**src/rtl/dsa_pkg.sv**
```systemverilog
/*
  constants, field positions and carrier types of the dsp serial port block.
  assumes a 16-bit register port with a 4-bit word index.
*/
package dsa_pkg;
  localparam int DATA_W = 16;
  localparam int RADDR_W = 4;
  localparam int MEM_AW = 11;
  localparam int DIV_W = 8;
  localparam int MUX_CNT_W = 7;
  ////////////////////////////////////////////////////////////////////////////
  // register index map
  localparam logic [3:0] ADDR_TX_DATA = 4'h0;
  localparam logic [3:0] ADDR_RX_DATA = 4'h1;
  localparam logic [3:0] ADDR_CTRL = 4'h2;
  localparam logic [3:0] ADDR_CLK_DIV = 4'h3;
  localparam logic [3:0] ADDR_STATUS = 4'h4;
  localparam logic [3:0] ADDR_IRQ_MASK = 4'h5;
  localparam logic [3:0] ADDR_ABU_TX_START = 4'h6;
  localparam logic [3:0] ADDR_ABU_TX_LEN = 4'h7;
  localparam logic [3:0] ADDR_ABU_RX_START = 4'h8;
  localparam logic [3:0] ADDR_ABU_RX_LEN = 4'h9;
  localparam logic [3:0] ADDR_MUX_TX_DATA = 4'hA;
  localparam logic [3:0] ADDR_MUX_RX_DATA = 4'hB;
  localparam logic [3:0] ADDR_MUX_CFG = 4'hC;
  localparam logic [3:0] ADDR_MUX_DEST = 4'hD;
  localparam logic [3:0] ADDR_ABU_TX_PTR = 4'hE;
  localparam logic [3:0] ADDR_ABU_RX_PTR = 4'hF;
  ////////////////////////////////////////////////////////////////////////////
  // control fields
  localparam int CTRL_TX_EN = 0;
  localparam int CTRL_RX_EN = 1;
  localparam int CTRL_LEN_LO = 2;
  localparam int CTRL_CONT = 4;
  localparam int CTRL_CLK_POL = 5;
  localparam int CTRL_FS_POL = 6;
  localparam int CTRL_ABU_EN_LO = 7;
  localparam int CTRL_ABU_ADIS_LO = 9;
  localparam int MCFG_OWN_LO = 0;
  localparam int MCFG_EN = 3;
  localparam int MCFG_MASK_LO = 8;
  localparam logic [DATA_W-1:0] CTRL_RST = 16'h0000;
  localparam logic [DIV_W-1:0] CLK_DIV_RST = 8'h03;
  // packet length codes and bit counts
  localparam logic [1:0] LEN_8 = 2'h0;
  localparam logic [1:0] LEN_10 = 2'h1;
  localparam logic [1:0] LEN_12 = 2'h2;
  localparam logic [4:0] BITS_8 = 5'h08;
  localparam logic [4:0] BITS_10 = 5'h0A;
  localparam logic [4:0] BITS_12 = 5'h0C;
  localparam logic [4:0] BITS_16 = 5'h10;
  localparam logic [3:0] MUX_LAST_BIT = 4'hF;
  localparam logic [3:0] MUX_ADDR_BITS = 4'h8;
  ////////////////////////////////////////////////////////////////////////////
  typedef struct packed {
    logic tx;
    logic rx;
    logic misalign;
    logic mux_tx;
    logic mux_rx;
  } dsa_irq_t;
  typedef struct packed {
    logic [MEM_AW-1:0] addr;
    logic [DATA_W-1:0] wdata;
    logic we;
    logic re;
  } dsa_mem_req_t;
endpackage : dsa_pkg

```
**src/rtl/dsa_serial_top.sv**
```systemverilog
/*
  buffered serial port with auto-buffer unit and an eight-channel
  time-multiplexed port, behind a plain register port.
  assumes: link pins are asynchronous to ref_clk_i and much slower than it;
  the buffer memory answers a read in the cycle after the request.
*/
// Implementation choices: the address map and strobed register access.
`timescale 1ns/1ns
module dsa_serial_top
  import dsa_pkg::*;
#(
  parameter int SYNC_STAGES = 2
) (
  input wire logic ref_clk_i,
  input wire logic rst_b_i,
  input wire logic [RADDR_W-1:0] reg_addr_i,
  input wire logic [DATA_W-1:0] reg_wdata_i,
  input wire logic reg_we_i,
  input wire logic reg_re_i,
  output logic [DATA_W-1:0] reg_rdata_o,
  output dsa_mem_req_t abu_mem_o,
  input wire logic [DATA_W-1:0] abu_mem_rdata_i,
  output logic tx_clk_o,
  output logic tx_fs_o,
  output logic tx_dat_o,
  input wire logic rx_clk_i,
  input wire logic rx_fs_i,
  input wire logic rx_dat_i,
  input wire logic mux_clk_i,
  input wire logic mux_fs_i,
  input wire logic mux_data_line_i,
  output logic mux_data_line_o,
  output logic mux_data_line_oe_o,
  input wire logic mux_addr_line_i,
  output logic mux_addr_line_o,
  output logic mux_addr_line_oe_o,
  output dsa_irq_t irq_o
);
  if (SYNC_STAGES != 2) begin : g_bad_sync
    $error("only two synchroniser stages are supported");
  end
  typedef enum logic [1:0] {ST_IDLE = 2'b01, ST_SHIFT = 2'b10} dsa_sh_state_t;
  ////////////////////////////////////////////////////////////////////////////
  // register decode
  wire wr_tx = reg_we_i & (reg_addr_i == ADDR_TX_DATA);
  wire rd_rx = reg_re_i & (reg_addr_i == ADDR_RX_DATA);
  wire wr_ctrl = reg_we_i & (reg_addr_i == ADDR_CTRL);
  wire wr_div = reg_we_i & (reg_addr_i == ADDR_CLK_DIV);
  wire wr_mask = reg_we_i & (reg_addr_i == ADDR_IRQ_MASK);
  wire wr_mtx = reg_we_i & (reg_addr_i == ADDR_MUX_TX_DATA);
  wire rd_mrx = reg_re_i & (reg_addr_i == ADDR_MUX_RX_DATA);
  wire wr_mcfg = reg_we_i & (reg_addr_i == ADDR_MUX_CFG);
  wire wr_mdst = reg_we_i & (reg_addr_i == ADDR_MUX_DEST);
  logic [DATA_W-1:0] ctrl_reg, mcfg_reg, tx_hold_reg, rx_data_reg, mux_tx_reg, mux_rx_reg;
  logic [DIV_W-1:0] div_reg;
  logic [7:0] mdst_reg;
  logic [4:0] mask_reg;
  wire tx_en = ctrl_reg[CTRL_TX_EN];
  wire rx_en = ctrl_reg[CTRL_RX_EN];
  wire cont = ctrl_reg[CTRL_CONT];
  wire clk_pol = ctrl_reg[CTRL_CLK_POL];
  wire fs_pol = ctrl_reg[CTRL_FS_POL];
  wire [1:0] len_code = ctrl_reg[CTRL_LEN_LO +: 2];
  wire [4:0] len_bits = (len_code == LEN_8) ? BITS_8 : (len_code == LEN_10) ? BITS_10 :
                        (len_code == LEN_12) ? BITS_12 : BITS_16;
  always_ff @(posedge ref_clk_i or negedge rst_b_i) begin
    if (!rst_b_i) begin
      ctrl_reg <= CTRL_RST;
      div_reg <= CLK_DIV_RST;
      mask_reg <= '0;
      mcfg_reg <= '0;
      mdst_reg <= '0;
    end else begin
      if (wr_ctrl) ctrl_reg <= reg_wdata_i;
      if (wr_div) div_reg <= reg_wdata_i[DIV_W-1:0];
      if (wr_mask) mask_reg <= reg_wdata_i[4:0];
      if (wr_mcfg) mcfg_reg <= reg_wdata_i;
      if (wr_mdst) mdst_reg <= reg_wdata_i[7:0];
    end
  end
  ////////////////////////////////////////////////////////////////////////////
  // pin synchronisers; the first stage feeds only the second
  logic [6:0] sy1_reg, sy2_reg, syp_reg;
  always_ff @(posedge ref_clk_i or negedge rst_b_i) begin
    if (!rst_b_i) begin
      sy1_reg <= '0;
      sy2_reg <= '0;
      syp_reg <= '0;
    end else begin
      sy1_reg <= {rx_clk_i, rx_fs_i, rx_dat_i, mux_clk_i, mux_fs_i, mux_data_line_i,
                  mux_addr_line_i};
      sy2_reg <= sy1_reg;
      syp_reg <= sy2_reg;
    end
  end
  // edges come from comparing samples, so any slow rate works
  wire rx_samp = (sy2_reg[6] ^ clk_pol) & ~(syp_reg[6] ^ clk_pol);
  wire rx_fs_act = sy2_reg[5] ^ fs_pol;
  wire rx_bit = sy2_reg[4];
  wire mux_rise = sy2_reg[3] & ~syp_reg[3];
  wire mux_fall = ~sy2_reg[3] & syp_reg[3];
  ////////////////////////////////////////////////////////////////////////////
  // auto-buffer address generators, index 0 transmit, 1 receive
  wire [1:0] abu_en, abu_adv, abu_wrap, abu_half;
  wire [MEM_AW-1:0] abu_addr [2];
  wire [MEM_AW-1:0] abu_idx [2];
  for (genvar ch = 0; ch < 2; ch++) begin : g_abu
    localparam logic [3:0] A_START = (ch == 0) ? ADDR_ABU_TX_START : ADDR_ABU_RX_START;
    localparam logic [3:0] A_LEN = (ch == 0) ? ADDR_ABU_TX_LEN : ADDR_ABU_RX_LEN;
    logic [MEM_AW-1:0] start_reg, len_reg, idx_reg;
    logic en_reg, adis_reg;
    wire wr_start = reg_we_i & (reg_addr_i == A_START);
    wire wr_len = reg_we_i & (reg_addr_i == A_LEN);
    wire last = (idx_reg == MEM_AW'(len_reg - 1'b1));
    wire [MEM_AW-1:0] idx_inc = MEM_AW'(idx_reg + 1'b1);
    assign abu_wrap[ch] = abu_adv[ch] & last;
    assign abu_half[ch] = abu_adv[ch] & (idx_inc == (len_reg >> 1));
    assign abu_en[ch] = en_reg;
    assign abu_idx[ch] = idx_reg;
    assign abu_addr[ch] = MEM_AW'(start_reg + idx_reg);
    always_ff @(posedge ref_clk_i or negedge rst_b_i) begin
      if (!rst_b_i) begin
        start_reg <= '0;
        len_reg <= '0;
        idx_reg <= '0;
        en_reg <= 1'b0;
        adis_reg <= 1'b0;
      end else begin
        if (wr_start) start_reg <= reg_wdata_i[MEM_AW-1:0];
        if (wr_len) len_reg <= reg_wdata_i[MEM_AW-1:0];
        if (wr_start | wr_len) idx_reg <= '0;
        else if (abu_adv[ch]) idx_reg <= last ? '0 : idx_inc;
        if (wr_ctrl) begin
          en_reg <= reg_wdata_i[CTRL_ABU_EN_LO + ch];
          adis_reg <= reg_wdata_i[CTRL_ABU_ADIS_LO + ch];
        end else if (abu_wrap[ch] & adis_reg) begin
          en_reg <= 1'b0;
        end
      end
    end
  end
  ////////////////////////////////////////////////////////////////////////////
  // dedicated memory port: receive writes beat transmit fetches
  logic rx_pend_reg, fetch1_reg, fetch2_reg, tx_full_reg;
  logic [DATA_W-1:0] rx_pend_data_reg;
  wire rx_wr_go = rx_pend_reg;
  wire tx_fetch_go = abu_en[0] & tx_en & ~tx_full_reg & ~fetch1_reg & ~fetch2_reg & ~rx_wr_go;
  assign abu_adv = {rx_wr_go, tx_fetch_go};
  always_ff @(posedge ref_clk_i or negedge rst_b_i) begin
    if (!rst_b_i) begin
      abu_mem_o <= '0;
      fetch1_reg <= 1'b0;
      fetch2_reg <= 1'b0;
    end else begin
      abu_mem_o.we <= rx_wr_go;
      abu_mem_o.re <= tx_fetch_go;
      abu_mem_o.addr <= rx_wr_go ? abu_addr[1] : abu_addr[0];
      abu_mem_o.wdata <= rx_pend_data_reg;
      fetch1_reg <= tx_fetch_go;
      fetch2_reg <= fetch1_reg;
    end
  end
  ////////////////////////////////////////////////////////////////////////////
  // transmit: clock divider and shifter
  logic [DIV_W-1:0] div_cnt_reg;
  logic tclk_reg, tfs_reg, tx_started_reg;
  logic [DATA_W-1:0] tsh_reg;
  logic [4:0] tbits_reg;
  dsa_sh_state_t tst_reg;
  wire div_tick = tx_en & (div_cnt_reg == div_reg);
  wire tx_drive = div_tick & tclk_reg;
  wire tx_last = (tbits_reg == 5'h01);
  wire tx_need = (tst_reg == ST_IDLE) | tx_last;
  wire tx_load = tx_drive & tx_need & tx_full_reg;
  wire tx_with_fs = tx_load & (~cont | ~tx_started_reg | (tst_reg == ST_IDLE));
  wire [DATA_W-1:0] tx_align = tx_hold_reg << (5'(BITS_16) - len_bits);
  wire tx_cpu_set = wr_tx & ~abu_en[0];
  always_ff @(posedge ref_clk_i or negedge rst_b_i) begin
    if (!rst_b_i) begin
      div_cnt_reg <= '0;
      tclk_reg <= 1'b0;
    end else begin
      div_cnt_reg <= (~tx_en | div_tick) ? '0 : DIV_W'(div_cnt_reg + 1'b1);
      if (div_tick) tclk_reg <= ~tclk_reg;
    end
  end
  always_ff @(posedge ref_clk_i or negedge rst_b_i) begin
    if (!rst_b_i) begin
      tx_hold_reg <= '0;
      tx_full_reg <= 1'b0;
    end else begin
      if (tx_cpu_set) tx_hold_reg <= reg_wdata_i;
      else if (fetch2_reg) tx_hold_reg <= abu_mem_rdata_i;
      if (tx_cpu_set | fetch2_reg) tx_full_reg <= 1'b1;
      else if (tx_load) tx_full_reg <= 1'b0;
    end
  end
  always_ff @(posedge ref_clk_i or negedge rst_b_i) begin
    if (!rst_b_i) begin
      tst_reg <= ST_IDLE;
      tsh_reg <= '0;
      tbits_reg <= '0;
      tfs_reg <= 1'b0;
      tx_started_reg <= 1'b0;
    end else if (~tx_en) begin
      tst_reg <= ST_IDLE;
      tfs_reg <= 1'b0;
      tx_started_reg <= 1'b0;
    end else if (tx_drive) begin
      tfs_reg <= tx_with_fs;
      if (tx_load) begin
        tst_reg <= ST_SHIFT;
        tsh_reg <= tx_align;
        tbits_reg <= len_bits;
        tx_started_reg <= 1'b1;
      end else if (tx_need) begin
        tst_reg <= ST_IDLE; // underrun ends a continuous run
        tx_started_reg <= 1'b0;
      end else begin
        tsh_reg <= tsh_reg << 1;
        tbits_reg <= 5'(tbits_reg - 1'b1);
      end
    end
  end
  always_ff @(posedge ref_clk_i or negedge rst_b_i) begin
    if (!rst_b_i) begin
      tx_clk_o <= 1'b0;
      tx_fs_o <= 1'b0;
      tx_dat_o <= 1'b0;
    end else begin
      tx_clk_o <= tclk_reg ^ clk_pol;
      tx_fs_o <= tfs_reg ^ fs_pol;
      tx_dat_o <= (tst_reg == ST_SHIFT) & tsh_reg[DATA_W-1];
    end
  end
  ////////////////////////////////////////////////////////////////////////////
  // receive shifter
  logic [DATA_W-1:0] rsh_reg;
  logic [4:0] rbits_reg;
  logic rx_full_reg, rx_ovr_reg;
  dsa_sh_state_t rst_st_reg;
  wire rx_in_word = (rst_st_reg == ST_SHIFT);
  wire rx_r_last = (rbits_reg == 5'h01);
  wire rx_start = rx_samp & rx_en & rx_fs_act & (~rx_in_word | ~cont);
  wire rx_cont_next = rx_samp & rx_in_word & rx_r_last & cont;
  wire rx_done = rx_samp & rx_in_word & rx_r_last & ~rx_start;
  wire [DATA_W-1:0] rx_word = {rsh_reg[DATA_W-2:0], rx_bit};
  wire rx_to_cpu = rx_done & ~abu_en[1];
  always_ff @(posedge ref_clk_i or negedge rst_b_i) begin
    if (!rst_b_i) begin
      rst_st_reg <= ST_IDLE;
      rsh_reg <= '0;
      rbits_reg <= '0;
    end else if (~rx_en) begin
      rst_st_reg <= ST_IDLE;
    end else if (rx_start | rx_cont_next) begin
      rst_st_reg <= ST_SHIFT;
      rsh_reg <= rx_start ? {{(DATA_W-1){1'b0}}, rx_bit} : '0;
      rbits_reg <= rx_start ? 5'(len_bits - 1'b1) : len_bits;
    end else if (rx_samp & rx_in_word) begin
      rsh_reg <= rx_word;
      rbits_reg <= 5'(rbits_reg - 1'b1);
      if (rx_r_last) rst_st_reg <= ST_IDLE;
    end
  end
  always_ff @(posedge ref_clk_i or negedge rst_b_i) begin
    if (!rst_b_i) begin
      rx_data_reg <= '0;
      rx_full_reg <= 1'b0;
      rx_ovr_reg <= 1'b0;
      rx_pend_reg <= 1'b0;
      rx_pend_data_reg <= '0;
    end else begin
      if (rx_to_cpu) rx_data_reg <= rx_word;
      if (rx_to_cpu) rx_full_reg <= 1'b1;
      else if (rd_rx) rx_full_reg <= 1'b0;
      if (rx_to_cpu & rx_full_reg) rx_ovr_reg <= 1'b1;
      else if (rd_rx) rx_ovr_reg <= 1'b0;
      if (rx_done & abu_en[1]) begin
        rx_pend_reg <= 1'b1;
        rx_pend_data_reg <= rx_word;
      end else if (rx_wr_go) begin
        rx_pend_reg <= 1'b0;
      end
    end
  end
  ////////////////////////////////////////////////////////////////////////////
  // multiplexed port; the 7-bit position wraps every 128 clocks
  logic [MUX_CNT_W-1:0] mcnt_reg;
  logic [DATA_W-1:0] msh_tx_reg, msh_rx_reg;
  logic [7:0] mash_reg;
  logic mux_full_reg, mux_act_reg, mux_rfull_reg;
  logic [2:0] mux_rch_reg;
  wire mux_en = mcfg_reg[MCFG_EN];
  wire [2:0] own_ch = mcfg_reg[MCFG_OWN_LO +: 3];
  wire [7:0] rx_ch_mask = mcfg_reg[MCFG_MASK_LO +: 8];
  wire [MUX_CNT_W-1:0] mpos = sy2_reg[2] ? '0 : mcnt_reg;
  wire own_slot = (mcnt_reg[6:4] == own_ch);
  wire slot_first = (mcnt_reg[3:0] == 4'h0);
  wire mux_load = mux_fall & mux_en & own_slot & slot_first & mux_full_reg;
  wire mux_keep = mux_fall & own_slot & ~slot_first & mux_act_reg;
  wire [DATA_W-1:0] mrx_word = {msh_rx_reg[DATA_W-2:0], sy2_reg[1]};
  wire mux_got = mux_rise & mux_en & (mpos[3:0] == MUX_LAST_BIT) & rx_ch_mask[mpos[6:4]];
  always_ff @(posedge ref_clk_i or negedge rst_b_i) begin
    if (!rst_b_i) begin
      mcnt_reg <= '0;
      msh_rx_reg <= '0;
      mux_rx_reg <= '0;
      mux_rfull_reg <= 1'b0;
      mux_rch_reg <= '0;
    end else begin
      if (mux_rise) begin
        mcnt_reg <= MUX_CNT_W'(mpos + 1'b1);
        msh_rx_reg <= mrx_word;
      end
      if (mux_got) begin
        mux_rx_reg <= mrx_word;
        mux_rch_reg <= mpos[6:4];
      end
      if (mux_got) mux_rfull_reg <= 1'b1;
      else if (rd_mrx) mux_rfull_reg <= 1'b0;
    end
  end
  always_ff @(posedge ref_clk_i or negedge rst_b_i) begin
    if (!rst_b_i) begin
      mux_tx_reg <= '0;
      mux_full_reg <= 1'b0;
      msh_tx_reg <= '0;
      mash_reg <= '0;
      mux_act_reg <= 1'b0;
      mux_data_line_o <= 1'b0;
      mux_data_line_oe_o <= 1'b0;
      mux_addr_line_o <= 1'b0;
      mux_addr_line_oe_o <= 1'b0;
    end else begin
      if (wr_mtx) mux_tx_reg <= reg_wdata_i;
      if (wr_mtx) mux_full_reg <= 1'b1;
      else if (mux_load) mux_full_reg <= 1'b0;
      if (mux_load) begin
        msh_tx_reg <= {mux_tx_reg[DATA_W-2:0], 1'b0};
        mash_reg <= {mdst_reg[6:0], 1'b0};
        mux_data_line_o <= mux_tx_reg[DATA_W-1];
        mux_addr_line_o <= mdst_reg[7];
      end else if (mux_keep) begin
        msh_tx_reg <= msh_tx_reg << 1;
        mash_reg <= mash_reg << 1;
        mux_data_line_o <= msh_tx_reg[DATA_W-1];
        mux_addr_line_o <= mash_reg[7];
      end
      if (mux_fall) begin
        mux_act_reg <= mux_load | mux_keep;
        mux_data_line_oe_o <= mux_load | mux_keep;
        mux_addr_line_oe_o <= (mux_load | mux_keep) & (mcnt_reg[3:0] < MUX_ADDR_BITS);
      end
    end
  end
  ////////////////////////////////////////////////////////////////////////////
  // interrupts: word events without auto-buffering, buffer events with it
  wire ev_tx = abu_en[0] ? (abu_wrap[0] | abu_half[0]) : tx_load;
  wire ev_rx = abu_en[1] ? (abu_wrap[1] | abu_half[1]) : rx_to_cpu;
  wire ev_mis = cont & ((tx_drive & tx_with_fs & abu_en[0] & (abu_idx[0] != '0)) |
                        (rx_start & abu_en[1] & (abu_idx[1] != '0)));
  wire ev_mtx = mux_load;
  wire ev_mrx = mux_got;
  always_ff @(posedge ref_clk_i or negedge rst_b_i) begin
    if (!rst_b_i) irq_o <= '0;
    else irq_o <= {ev_tx, ev_rx, ev_mis, ev_mtx, ev_mrx} & mask_reg;
  end
  ////////////////////////////////////////////////////////////////////////////
  // read data, one cycle after the strobe; status shows live state
  wire [DATA_W-1:0] status = {8'h00, mux_rch_reg, mux_rfull_reg, mux_full_reg, rx_ovr_reg,
                              rx_full_reg, tx_full_reg};
  logic [DATA_W-1:0] rd_mux;
  always_comb begin
    unique case (reg_addr_i)
      ADDR_TX_DATA: rd_mux = tx_hold_reg;
      ADDR_RX_DATA: rd_mux = rx_data_reg;
      ADDR_CTRL: rd_mux = {ctrl_reg[DATA_W-1:CTRL_ABU_ADIS_LO], abu_en,
                          ctrl_reg[CTRL_ABU_EN_LO-1:0]};
      ADDR_CLK_DIV: rd_mux = {8'h00, div_reg};
      ADDR_STATUS: rd_mux = status;
      ADDR_IRQ_MASK: rd_mux = {11'h000, mask_reg};
      ADDR_ABU_TX_START, ADDR_ABU_TX_LEN, ADDR_ABU_RX_START, ADDR_ABU_RX_LEN: rd_mux = '0;
      ADDR_MUX_TX_DATA: rd_mux = mux_tx_reg;
      ADDR_MUX_RX_DATA: rd_mux = mux_rx_reg;
      ADDR_MUX_CFG: rd_mux = mcfg_reg;
      ADDR_MUX_DEST: rd_mux = {8'h00, mdst_reg};
      ADDR_ABU_TX_PTR: rd_mux = {5'h00, abu_addr[0]};
      ADDR_ABU_RX_PTR: rd_mux = {5'h00, abu_addr[1]};
    endcase
  end
  always_ff @(posedge ref_clk_i or negedge rst_b_i) begin
    if (!rst_b_i) reg_rdata_o <= '0;
    else reg_rdata_o <= reg_re_i ? rd_mux : '0;
  end
endmodule : dsa_serial_top

```
**config.mk**
```make
export PLATFORM = sky130hd
export DESIGN_NAME = dsa_serial_top
export DESIGN_NICKNAME = d
export VERILOG_FILES = /design/src/rtl/dsa_pkg.sv /design/src/rtl/dsa_serial_top.sv
export SDC_FILE = /design/constraint.sdc
export NUM_CORES = 1
export LEC_CHECK = 0
export BUFFER_PORTS_ARGS = -buffer_cell sky130_fd_sc_hd__buf_2
export CAP_MARGIN = 5
export CORE_MARGIN = 2
export CORE_UTILIZATION = 65
export DETAILED_ROUTE_END_ITERATION = 10
export HOLD_SLACK_MARGIN = 0.1
export PLACE_DENSITY = 0.84
export SYNTH_ARGS = -nofsm -noshare
export SYNTH_HDL_FRONTEND = slang
export SYNTH_SLANG_ARGS = --single-unit
```
**constraint.sdc**
```tcl
create_clock -name ref_clk_i -period 4.1 [get_ports ref_clk_i]
set_clock_uncertainty 0.15 [all_clocks]
set_input_delay 0.205 -clock ref_clk_i [delete_from_list [all_inputs] [get_ports ref_clk_i]]
set_output_delay 0.205 -clock ref_clk_i [all_outputs]
set_load 0.005 [all_outputs]
```
==> impl_metrics.yaml, run 1 <==
timing:
  tns_ns: 0
  final_hold_viol_count: 0
  slew_viol_final: 0
  setup_viol: 0
  relSlewSlack_pct: 23.7
  period_needed_ns: 3.18
  rsz0062_at_grt: "false"
  period_share_pct: 77.7
  fmaxAchievable_mhz: 314
  worstMarginPinSlew_ns: 1.14
critical_path:
  timing.rr.end: "reg_rdata_o[10]"
  cp_slowest_cell: "a311oi_1"
  cp-end-kind: "register"
  reg2reg_slack_ns: 0.92
  critPathBufInv: 0
  required_ns: 4.35
  start_kind: "register"
  critical_path.cell_chain: "ha_1, fa_1, a21o_1, a21o_1, a311oi_1, o21ai_0, xnor2_1, a221oi_1, nor2_1"
  crit_fanout: 9
  reg2reg_depth: 9
  crit_type: "register to register"
  cpPeakStageDelay_ns: 0.53
  cp_common_cell: "a21o_1"
  r2r_start: "g_abu[1].idx_reg[0]"
  crit_arrival_ns: 3.43
  path_delay_family: "compound AO/OA/AOI/OAI gates"
synth:
  avgSynthCellArea_um2: 10.6
  synthCells: 1768
  ys_types: 80
  synth_ff_type: "dfrtp_1"
  syn-cell-area_um2: 18800
  synth_nets: 1854
  synth_seq_cells: 379
  synth-async-reset-ratio_pct: 100
  synth_edf_count: 0
  ys_seq_area_share_pct: 50.6
  ys_warn_count: 0
route:
  wl_per_cell_um: 22.7
  firstDrtPassIters: 6
  num_vias: 14900
  wirelength_mm: 51.9
  ant_nets: 0
  remaining_drc_errors: 0
  drt_iter0_drc: 1686
  viasPerCell: 6.49
cts:
  tritoncts: "yes"
  post_cts_buffers: 0
  numCtsBuffers: 40
  clk_latency_ns: 0.54
  cts.sinks: 379
  cts_max_level: 2
  clock_path_buffers: 3
  cts_root_buf: "clkbuf_16"
  cts.clk_slew.worst_paths_ns: 0.06
cells_and_area:
  finalNonFillerCells: 2289
  top_register: "abu_mem_o"
  final_cell_area_um2: 21400
  drive_above_1_share_pct: 20.3
  final_cell_mix: "dfrtp_1, nand2_1, mux2_2"
  area_growth_pct: 14.2
  nNetsFinal: 1959
  largest_register_ffs: 28
  final_common_cell: "dfrtp_1"
  fin_util_pct: 75.0
  fill_cells: 1934
die:
  die_area_um2: 30200
  start_util_pct: 65.7
  die_width_um: 174
  core-area_um2: 28500
  row_count: 62
  ioPinCount: 104
  fp.dieH_um: 174
placement:
  gp_congestion: 1.03
  place_area_um2: 19500
  dp.final_hpwl_mm: 34.8
  io_buffers: 102
  placedCellCount: 2162
global_routing:
  grt_pass1_vias: 14400
  antenna_found_initial: 4
  overflow: 0
  grt_max_degree: 118
  grt_first_pass_wirelength_mm: 81.2
  track_usage_pct: 34.5
power_and_ir_drop:
  ir_worst_vdd_mv: 0.591
  powerDensity_nw_per_um2: 526
  power_mw: 11.3
  leakage_nw: 9.90
outcome:
  status: "finished, final reports clean"
hold_path:
  hold_start: "mux_fs_i"
  min_path_cells: 2
  hold_path.class: "input port to register"
  whs_endpoint: "sy1_reg[2]"
flow_run:
  drv_cap: 0
[timing repair]
action / in CTS / in global routing
endpoints found under the setup margin: 0 / 0
endpoints found under the hold margin: 233 / 1
hold buffers: 52 / 1
resized for setup: 0 / 0
[cells in the mapped netlist, types with 4 or more instances]
cell type	number	share of area (%)
buf_2	5	0.13
xor2_1	52	2.4
a21o_1	13	0.52
xnor2_1	61	2.8
mux2_2	177	11
clkbuf_2	4	0.11
nand3b_1	10	0.40
nand3_1	42	1.1
nor3b_1	7	0.28
nand4b_1	4	0.19
and2_1	7	0.23
o21a_1	6	0.24
dfrtp_1	375	50
nand2b_1	14	0.47
clkbuf_1	99	2.0
o32ai_1	4	0.19
o22ai_1	7	0.23
and4_1	4	0.19
dfstp_2	4	0.56
inv_1	43	0.86
a221oi_1	12	0.56
a21oi_1	75	2.0
a31oi_1	20	0.67
and3_1	14	0.47
ha_1	37	2.5
nand2_1	193	3.9
a22oi_1	43	1.7
nor2_1	112	2.2
nor2b_1	20	0.67
nor4_1	17	0.57
o21ai_0	78	2.1
nor3_1	22	0.59
buf_1	9	0.18
nand4_1	23	0.77
a222oi_1	4	0.21
a22o_1	25	1.2
mux2i_1	39	2.1
o211ai_1	15	0.60
[where the power goes]
part | total, mW | switching (mW) | leakage (nW) | internal [mW]
Sequential | 5.11 | 0.757 | 4.94 | 4.35
Clock | 3.68 | 1.50 | 0.663 | 2.18
Combinational | 2.47 | 1.31 | 4.30 | 1.16
Total | 11.3 | 3.57 | 9.90 | 7.70
[per-layer routing]
layer | wire length [um] | vias up | GRT usage (%)
li1 | - | 6521 | -
met1 | 20700 | 7355 | 47.1
met2 | 23700 | 799 | 53.5
met3 | 5070 | 183 | 7.74
met4 | 2360 | 4 | 15.4
met5 | 27 | - | 0
[logic make-up (layout without fill, tap and decap cells)]
kind of cell / count (synthesis) / after routing / synth area share (%)
flip-flops: 379 / 379 / 50.6
AO/OA/AOI/OAI: 350 / 350 / 12.4
other: 0 / 1 / 0
AND/OR/NAND/NOR: 509 / 509 / 13.0
XOR/XNOR: 113 / 113 / 5.28
buffers and inverters: 162 / 298 / 3.36
adder cells (fa/ha/maj): 39 / 39 / 2.68
multiplexers: 216 / 216 / 12.7
[through the flow]
step	setup WS, ns	hold WS (ns)
finish	0.915	0.154
global route	0.731	0.159
CTS	0.935	0.111
detailed placement	0.948	0.164
global placement	1.12	0.165
floorplan	1.47	-0.241
[layout make-up]
type / count / area, um2 / area share (%)
diodes: 1 / 2.50 / 0.0117
clock buffers: 55 / 1160 / 5.42
clock inverters: 18 / 191 / 0.894
inverters: 43 / 161 / 0.754
multi-input cells: 1227 / 8640 / 40.3
flip-flops and latches: 379 / 9490 / 44.3
well taps: 384 / 480 / 2.24
repair buffers: 182 / 1290 / 6.03
[how the worst max path moves through the flow]
stage,to,depth (start not counted),from,slack [ns]
2_1_floorplan,reg_rdata_o[10],9,g_abu[1].idx_reg[0],1.47
3_3_place_gp,mcfg_reg[13],5,reg_addr_i[2],1.12
3_5_place_dp,reg_rdata_o[10],9,g_abu[1].idx_reg[0],0.95
4_1_cts,reg_rdata_o[10],9,g_abu[1].idx_reg[0],0.94
5_1_grt,reg_rdata_o[10],9,g_abu[1].idx_reg[0],0.73
6_report,reg_rdata_o[10],9,g_abu[1].idx_reg[0],0.92
Note: power is estimated with default switching activity, not from simulation.
==> inputs of run 2 (changes only) <==
- CORE_UTILIZATION: 65 -> 62
- PLACE_DENSITY: 0.84 -> 0.81
- clock period: 4.1 -> 3 ns (I/O delays scaled with it)
==> impl_metrics.yaml, run 2 (same netlist as run 1, synthesis figures left out) <==
cts:
  tritoncts: "yes"
  numCtsBuffers: 40
  cts.sinks: 379
  cts_max_level: 2
  cts_root_buf: "clkbuf_16"
  clk_latency_ns: 0.55
  post_cts_buffers: 0
  clock_path_buffers: 3
  cts.clk_slew.worst_paths_ns: 0.06
die:
  row_count: 63
  core-area_um2: 29700
  ioPinCount: 104
  fp.dieH_um: 178
  die_area_um2: 31700
  start_util_pct: 63.1
  die_width_um: 178
global_routing:
  gr-usage-met2_pct: 52.4
  use_met3_pct: 6.17
  grt_max_degree: 92
  top_usage_layer: "met2"
  track_usage_pct: 33.6
  antenna_found_initial: 0
  globalRouteMet1Util_pct: 46.9
  overflow: 0
  grt_first_pass_wirelength_mm: 81.3
  grt_pass1_vias: 14300
cells_and_area:
  final_cell_mix: "dfrtp_1, nand2_1, mux2_2"
  largest_register_ffs: 28
  fill_cells: 1993
  nNetsFinal: 2001
  fin_util_pct: 73.5
  final_common_cell: "dfrtp_1"
  area_growth_pct: 16.4
  drive_above_1_share_pct: 21.6
  top_register: "abu_mem_o"
critical_path:
  crit_type: "register to register"
  crit_arrival_ns: 3.15
  required_ns: 3.26
  start_kind: "register"
  cp.depth: 9
  cp_slowest_cell: "or4b_2"
  reg2reg_depth: 9
  crit_fanout: 9
  cp-end-kind: "register"
  cpPeakStageDelay_ns: 0.62
  path_delay_family: "simple AND/OR/NAND/NOR gates"
  critical_path.cell_chain: "inv_1, ha_1, nor3b_4, a22o_1, or4b_2, nand2_1, and4_1, nand2b_1, nor2_1"
  critPathBufInv: 1
route:
  remaining_drc_errors: 0
  viasPerCell: 6.30
  num_vias: 14700
  wl_per_cell_um: 22.3
  wirelength_mm: 52.1
  drt_iter0_drc: 1547
  ant_nets: 0
  firstDrtPassIters: 9
hold_path:
  min_path_cells: 4
  hold_path.class: "input port to register"
timing:
  setup_viol: 0
  setup_ws_ns: 0.114
  period_needed_ns: 2.89
  tns_ns: 0
  final_hold_viol_count: 0
  worstMarginPinSlew_ns: 0.758
  period_share_pct: 96.2
  slew_viol_final: 0
  fmaxAchievable_mhz: 347
  relSlewSlack_pct: 49.3
  rsz0062_at_grt: "false"
power_and_ir_drop:
  ir_worst_vdd_mv: 0.574
  leakage_nw: 10.1
  powerDensity_nw_per_um2: 710
outcome:
  status: "finished, final reports clean"
placement:
  gp_congestion: 0.999
  dp.final_hpwl_mm: 35.8
  dp_slack_ns: 0.170
  io_buffers: 102
flow_run:
  drv_cap: 0
run 2: worst reg2reg max path: cells and delay by family (launching register included):
kind,cells,cell delay [ns]
compound gates,1,0.27
fa+ha+maj,1,0.25
buf+inv,1,0.07
flops,1,0.45
simple gates,6,1.57
run 2: worst paths after layout:
kind / startpoint / end / slack [ns]
min: reg_addr_i[2] / g_abu[0].idx_reg[0] / 0.16
max: g_abu[0].len_reg[0] / g_abu[0].idx_reg[4] / 0.11
min in group asynchronous: rst_b_i / rst_st_reg[0] / 0.60
min reg2reg: sy1_reg[3] / sy2_reg[3] / 0.20
max reg2reg: g_abu[0].len_reg[0] / g_abu[0].idx_reg[4] / 0.11
max in group asynchronous: rst_b_i / mdst_reg[0] / 1.62
run 2: layer usage:
layer | wire length (um) | up-vias
met3 | 4300 | 131
met4 | 2090 | 0
met1 | 21700 | 7321
met2 | 24000 | 690
met5 | 0 | -
li1 | - | 6600
run 2: final cells by class:
class                   instances  area [um2]  share of cell area [%]
well taps                     390         488                    2.24
inverters                      43         161                   0.739
multi-input cells            1227        8660                    39.7
clock buffers                  62        1180                    5.42
clock inverters                12         165                   0.757
flip-flops and latches        379        9490                    43.5
diodes                          2        5.00                  0.0229
repair buffers                224        1680                    7.69
run 2: what timing repair did:
action | in CTS | in global routing
setup endpoints to repair | 0 | 18
endpoints found under the hold margin | 529 | 0
hold buffers | 60 | 0
gates resized for setup | 0 | 4
run 2: through the flow:
stage                     cells  hold WS (ns)  total power, mW  instance area, um2
after floorplan            1768        -0.296             8.93               18800
after detailed placement   2203       -0.0191             10.2               19800
after global placement     2203       -0.0264             10.0               19800
final                      2339         0.155             15.5               21800
after global routing       2337         0.178             16.2               21800
after CTS                  2337         0.106             15.4               21800
run 2: power breakdown:
part | leakage (nW) | internal [mW] | switching [mW]
Clock | 0.666 | 2.99 | 2.06
Sequential | 4.94 | 5.95 | 0.951
Combinational | 4.53 | 1.68 | 1.87
Total | 10.1 | 10.6 | 4.88
==> inputs of run 3 (changes only) <==
- CORE_UTILIZATION: 62 -> 65
- PLACE_DENSITY: 0.81 -> 0.84
- clock period: 3 -> 3.5 ns (I/O delays scaled with it)
==> impl_metrics.yaml, run 3 (same netlist as run 1, synthesis figures left out) <==
cells_and_area:
  final_common_cell: "dfrtp_1"
  largest_register_ffs: 28
  nNetsFinal: 1973
  top_register: "abu_mem_o"
  drive_above_1_share_pct: 20.8
  area_growth_pct: 14.8
  final_cell_mix: "dfrtp_1, nand2_1, mux2_2"
  diodes: 0
placement:
  gp_congestion: 0.997
  dp.final_hpwl_mm: 35.2
  io_buffers: 102
cts:
  cts.sinks: 379
  clk_latency_ns: 0.53
  cts_max_level: 2
  tritoncts: "yes"
  numCtsBuffers: 39
  cts_root_buf: "clkbuf_16"
  clock_path_buffers: 3
  cts.clk_slew.worst_paths_ns: 0.06
timing:
  setup_viol: 0
  period_share_pct: 90.6
  worstMarginPinSlew_ns: 0.963
  fmaxAchievable_mhz: 315
  period_needed_ns: 3.17
  slew_viol_final: 0
  final_hold_viol_count: 0
  tns_ns: 0
  rsz0062_at_grt: "false"
  relSlewSlack_pct: 35.2
  whs_ns: 0.0749
die:
  core-area_um2: 28500
  die_width_um: 174
  fp.dieH_um: 174
  start_util_pct: 65.7
  die_area_um2: 30200
  ioPinCount: 104
  row_count: 62
route:
  firstDrtPassIters: 6
  remaining_drc_errors: 0
  ant_nets: 0
  num_vias: 14900
  drt_iter0_drc: 1831
  wl_per_cell_um: 22.9
  viasPerCell: 6.50
  wirelength_mm: 52.6
critical_path:
  reg2reg_slack_ns: 0.33
  crit_start: "g_abu[1].idx_reg[0]"
  cp-end-kind: "register"
  reg2reg_depth: 9
  required_ns: 3.74
  timing.rr.end: "reg_rdata_o[8]"
  crit_fanout: 9
  endpoint: "reg_rdata_o[8]"
  crit_arrival_ns: 3.41
  start_kind: "register"
  r2r_start: "g_abu[1].idx_reg[0]"
  crit_type: "register to register"
hold_path:
  hold_path.class: "input port to async pin"
flow_run:
  drv_cap: 0
global_routing:
  grt_pass1_vias: 14800
  antenna_found_initial: 1
  overflow: 0
  grt_max_degree: 91
  grt_first_pass_wirelength_mm: 83.2
  track_usage_pct: 35.3
power_and_ir_drop:
  powerDensity_nw_per_um2: 616
  leakage_nw: 9.98
  ir_worst_vdd_mv: 0.473
outcome:
  status: "finished, final reports clean"
==> run 3: cell types whose count changed in the layout (fill, tap and decap cells not counted), sizes merged <==
| cell | change |
|---|---|
| buf | -20 |
| clkbuf | -7 |
| dlygate4sd3 | -7 |
| bufinv | +2 |
| diode | -2 |
| clkinvlp | +1 |
| inv | +1 |
==> run 3: area by class of cell <==
type                       count  area [um2]
clock buffer                  55        1120
fill                        1869        7010
clock inverter                16         230
tap                          384         480
multi-input combinational   1227        8640
sequential                   379        9490
inverter                      43         161
timing repair buffer         197        1410
==> run 3: critical path, cell delays in order (launching register included) <==
cell	delay [ns]
dfrtp_1	0.51
ha_1	0.28
fa_1	0.42
a21o_1	0.18
a21o_1	0.20
a311oi_1	0.50
o21ai_0	0.21
a21oi_1	0.25
xor2_1	0.24
o21ai_0	0.10
==> run 3: how the worst min path moves through the flow <==
| stage | startpoint | endpoint |
|---|---|---|
| 2_1_floorplan | rst_b_i | abu_mem_o[10] |
| 3_3_place_gp | rst_b_i | abu_mem_o[16] |
| 3_5_place_dp | rst_b_i | abu_mem_o[16] |
| 4_1_cts | rst_b_i | abu_mem_o[16] |
| 5_1_grt | mux_clk_i | sy1_reg[3] |
| 6_report | rst_b_i | rx_pend_data_reg[14] |
==> run 3: per-layer routing <==
layer,share of wire [%],global-route usage [%],routed length (um),vias up
met2,46,55.3,24200,825
met3,9.3,6.67,4890,192
met1,39,48.0,20700,7386
met5,0.025,0,13,-
li1,-,-,-,6541
met4,5.3,17.0,2780,2
==> run 3: stage by stage <==
stage                     instance area, um2  total power [mW]  setup WS, ns  cells  util [%]
after CTS                              21500              13.2         0.410   2301      75.4
after detailed placement               19700              8.68         0.487   2178      68.9
after global routing                   21500              13.8         0.193   2301      75.4
final                                  21500              13.3         0.330   2301      75.4
after global placement                 19700              8.54         0.558   2178      68.9
after floorplan                        18800              7.65         0.874   1768         -
==> run 3: power by group <==
group / leakage (nW) / internal (mW) / switching, mW
Clock: 0.661 / 2.61 / 1.76
Combinational: 4.38 / 1.38 / 1.57
Sequential: 4.94 / 5.10 / 0.845
==> run 3: timing repair <==
action,in CTS,in global routing
hold endpoints to repair,524,0
hold buffers,52,0
resized for setup,0,0
setup buffers,0,0
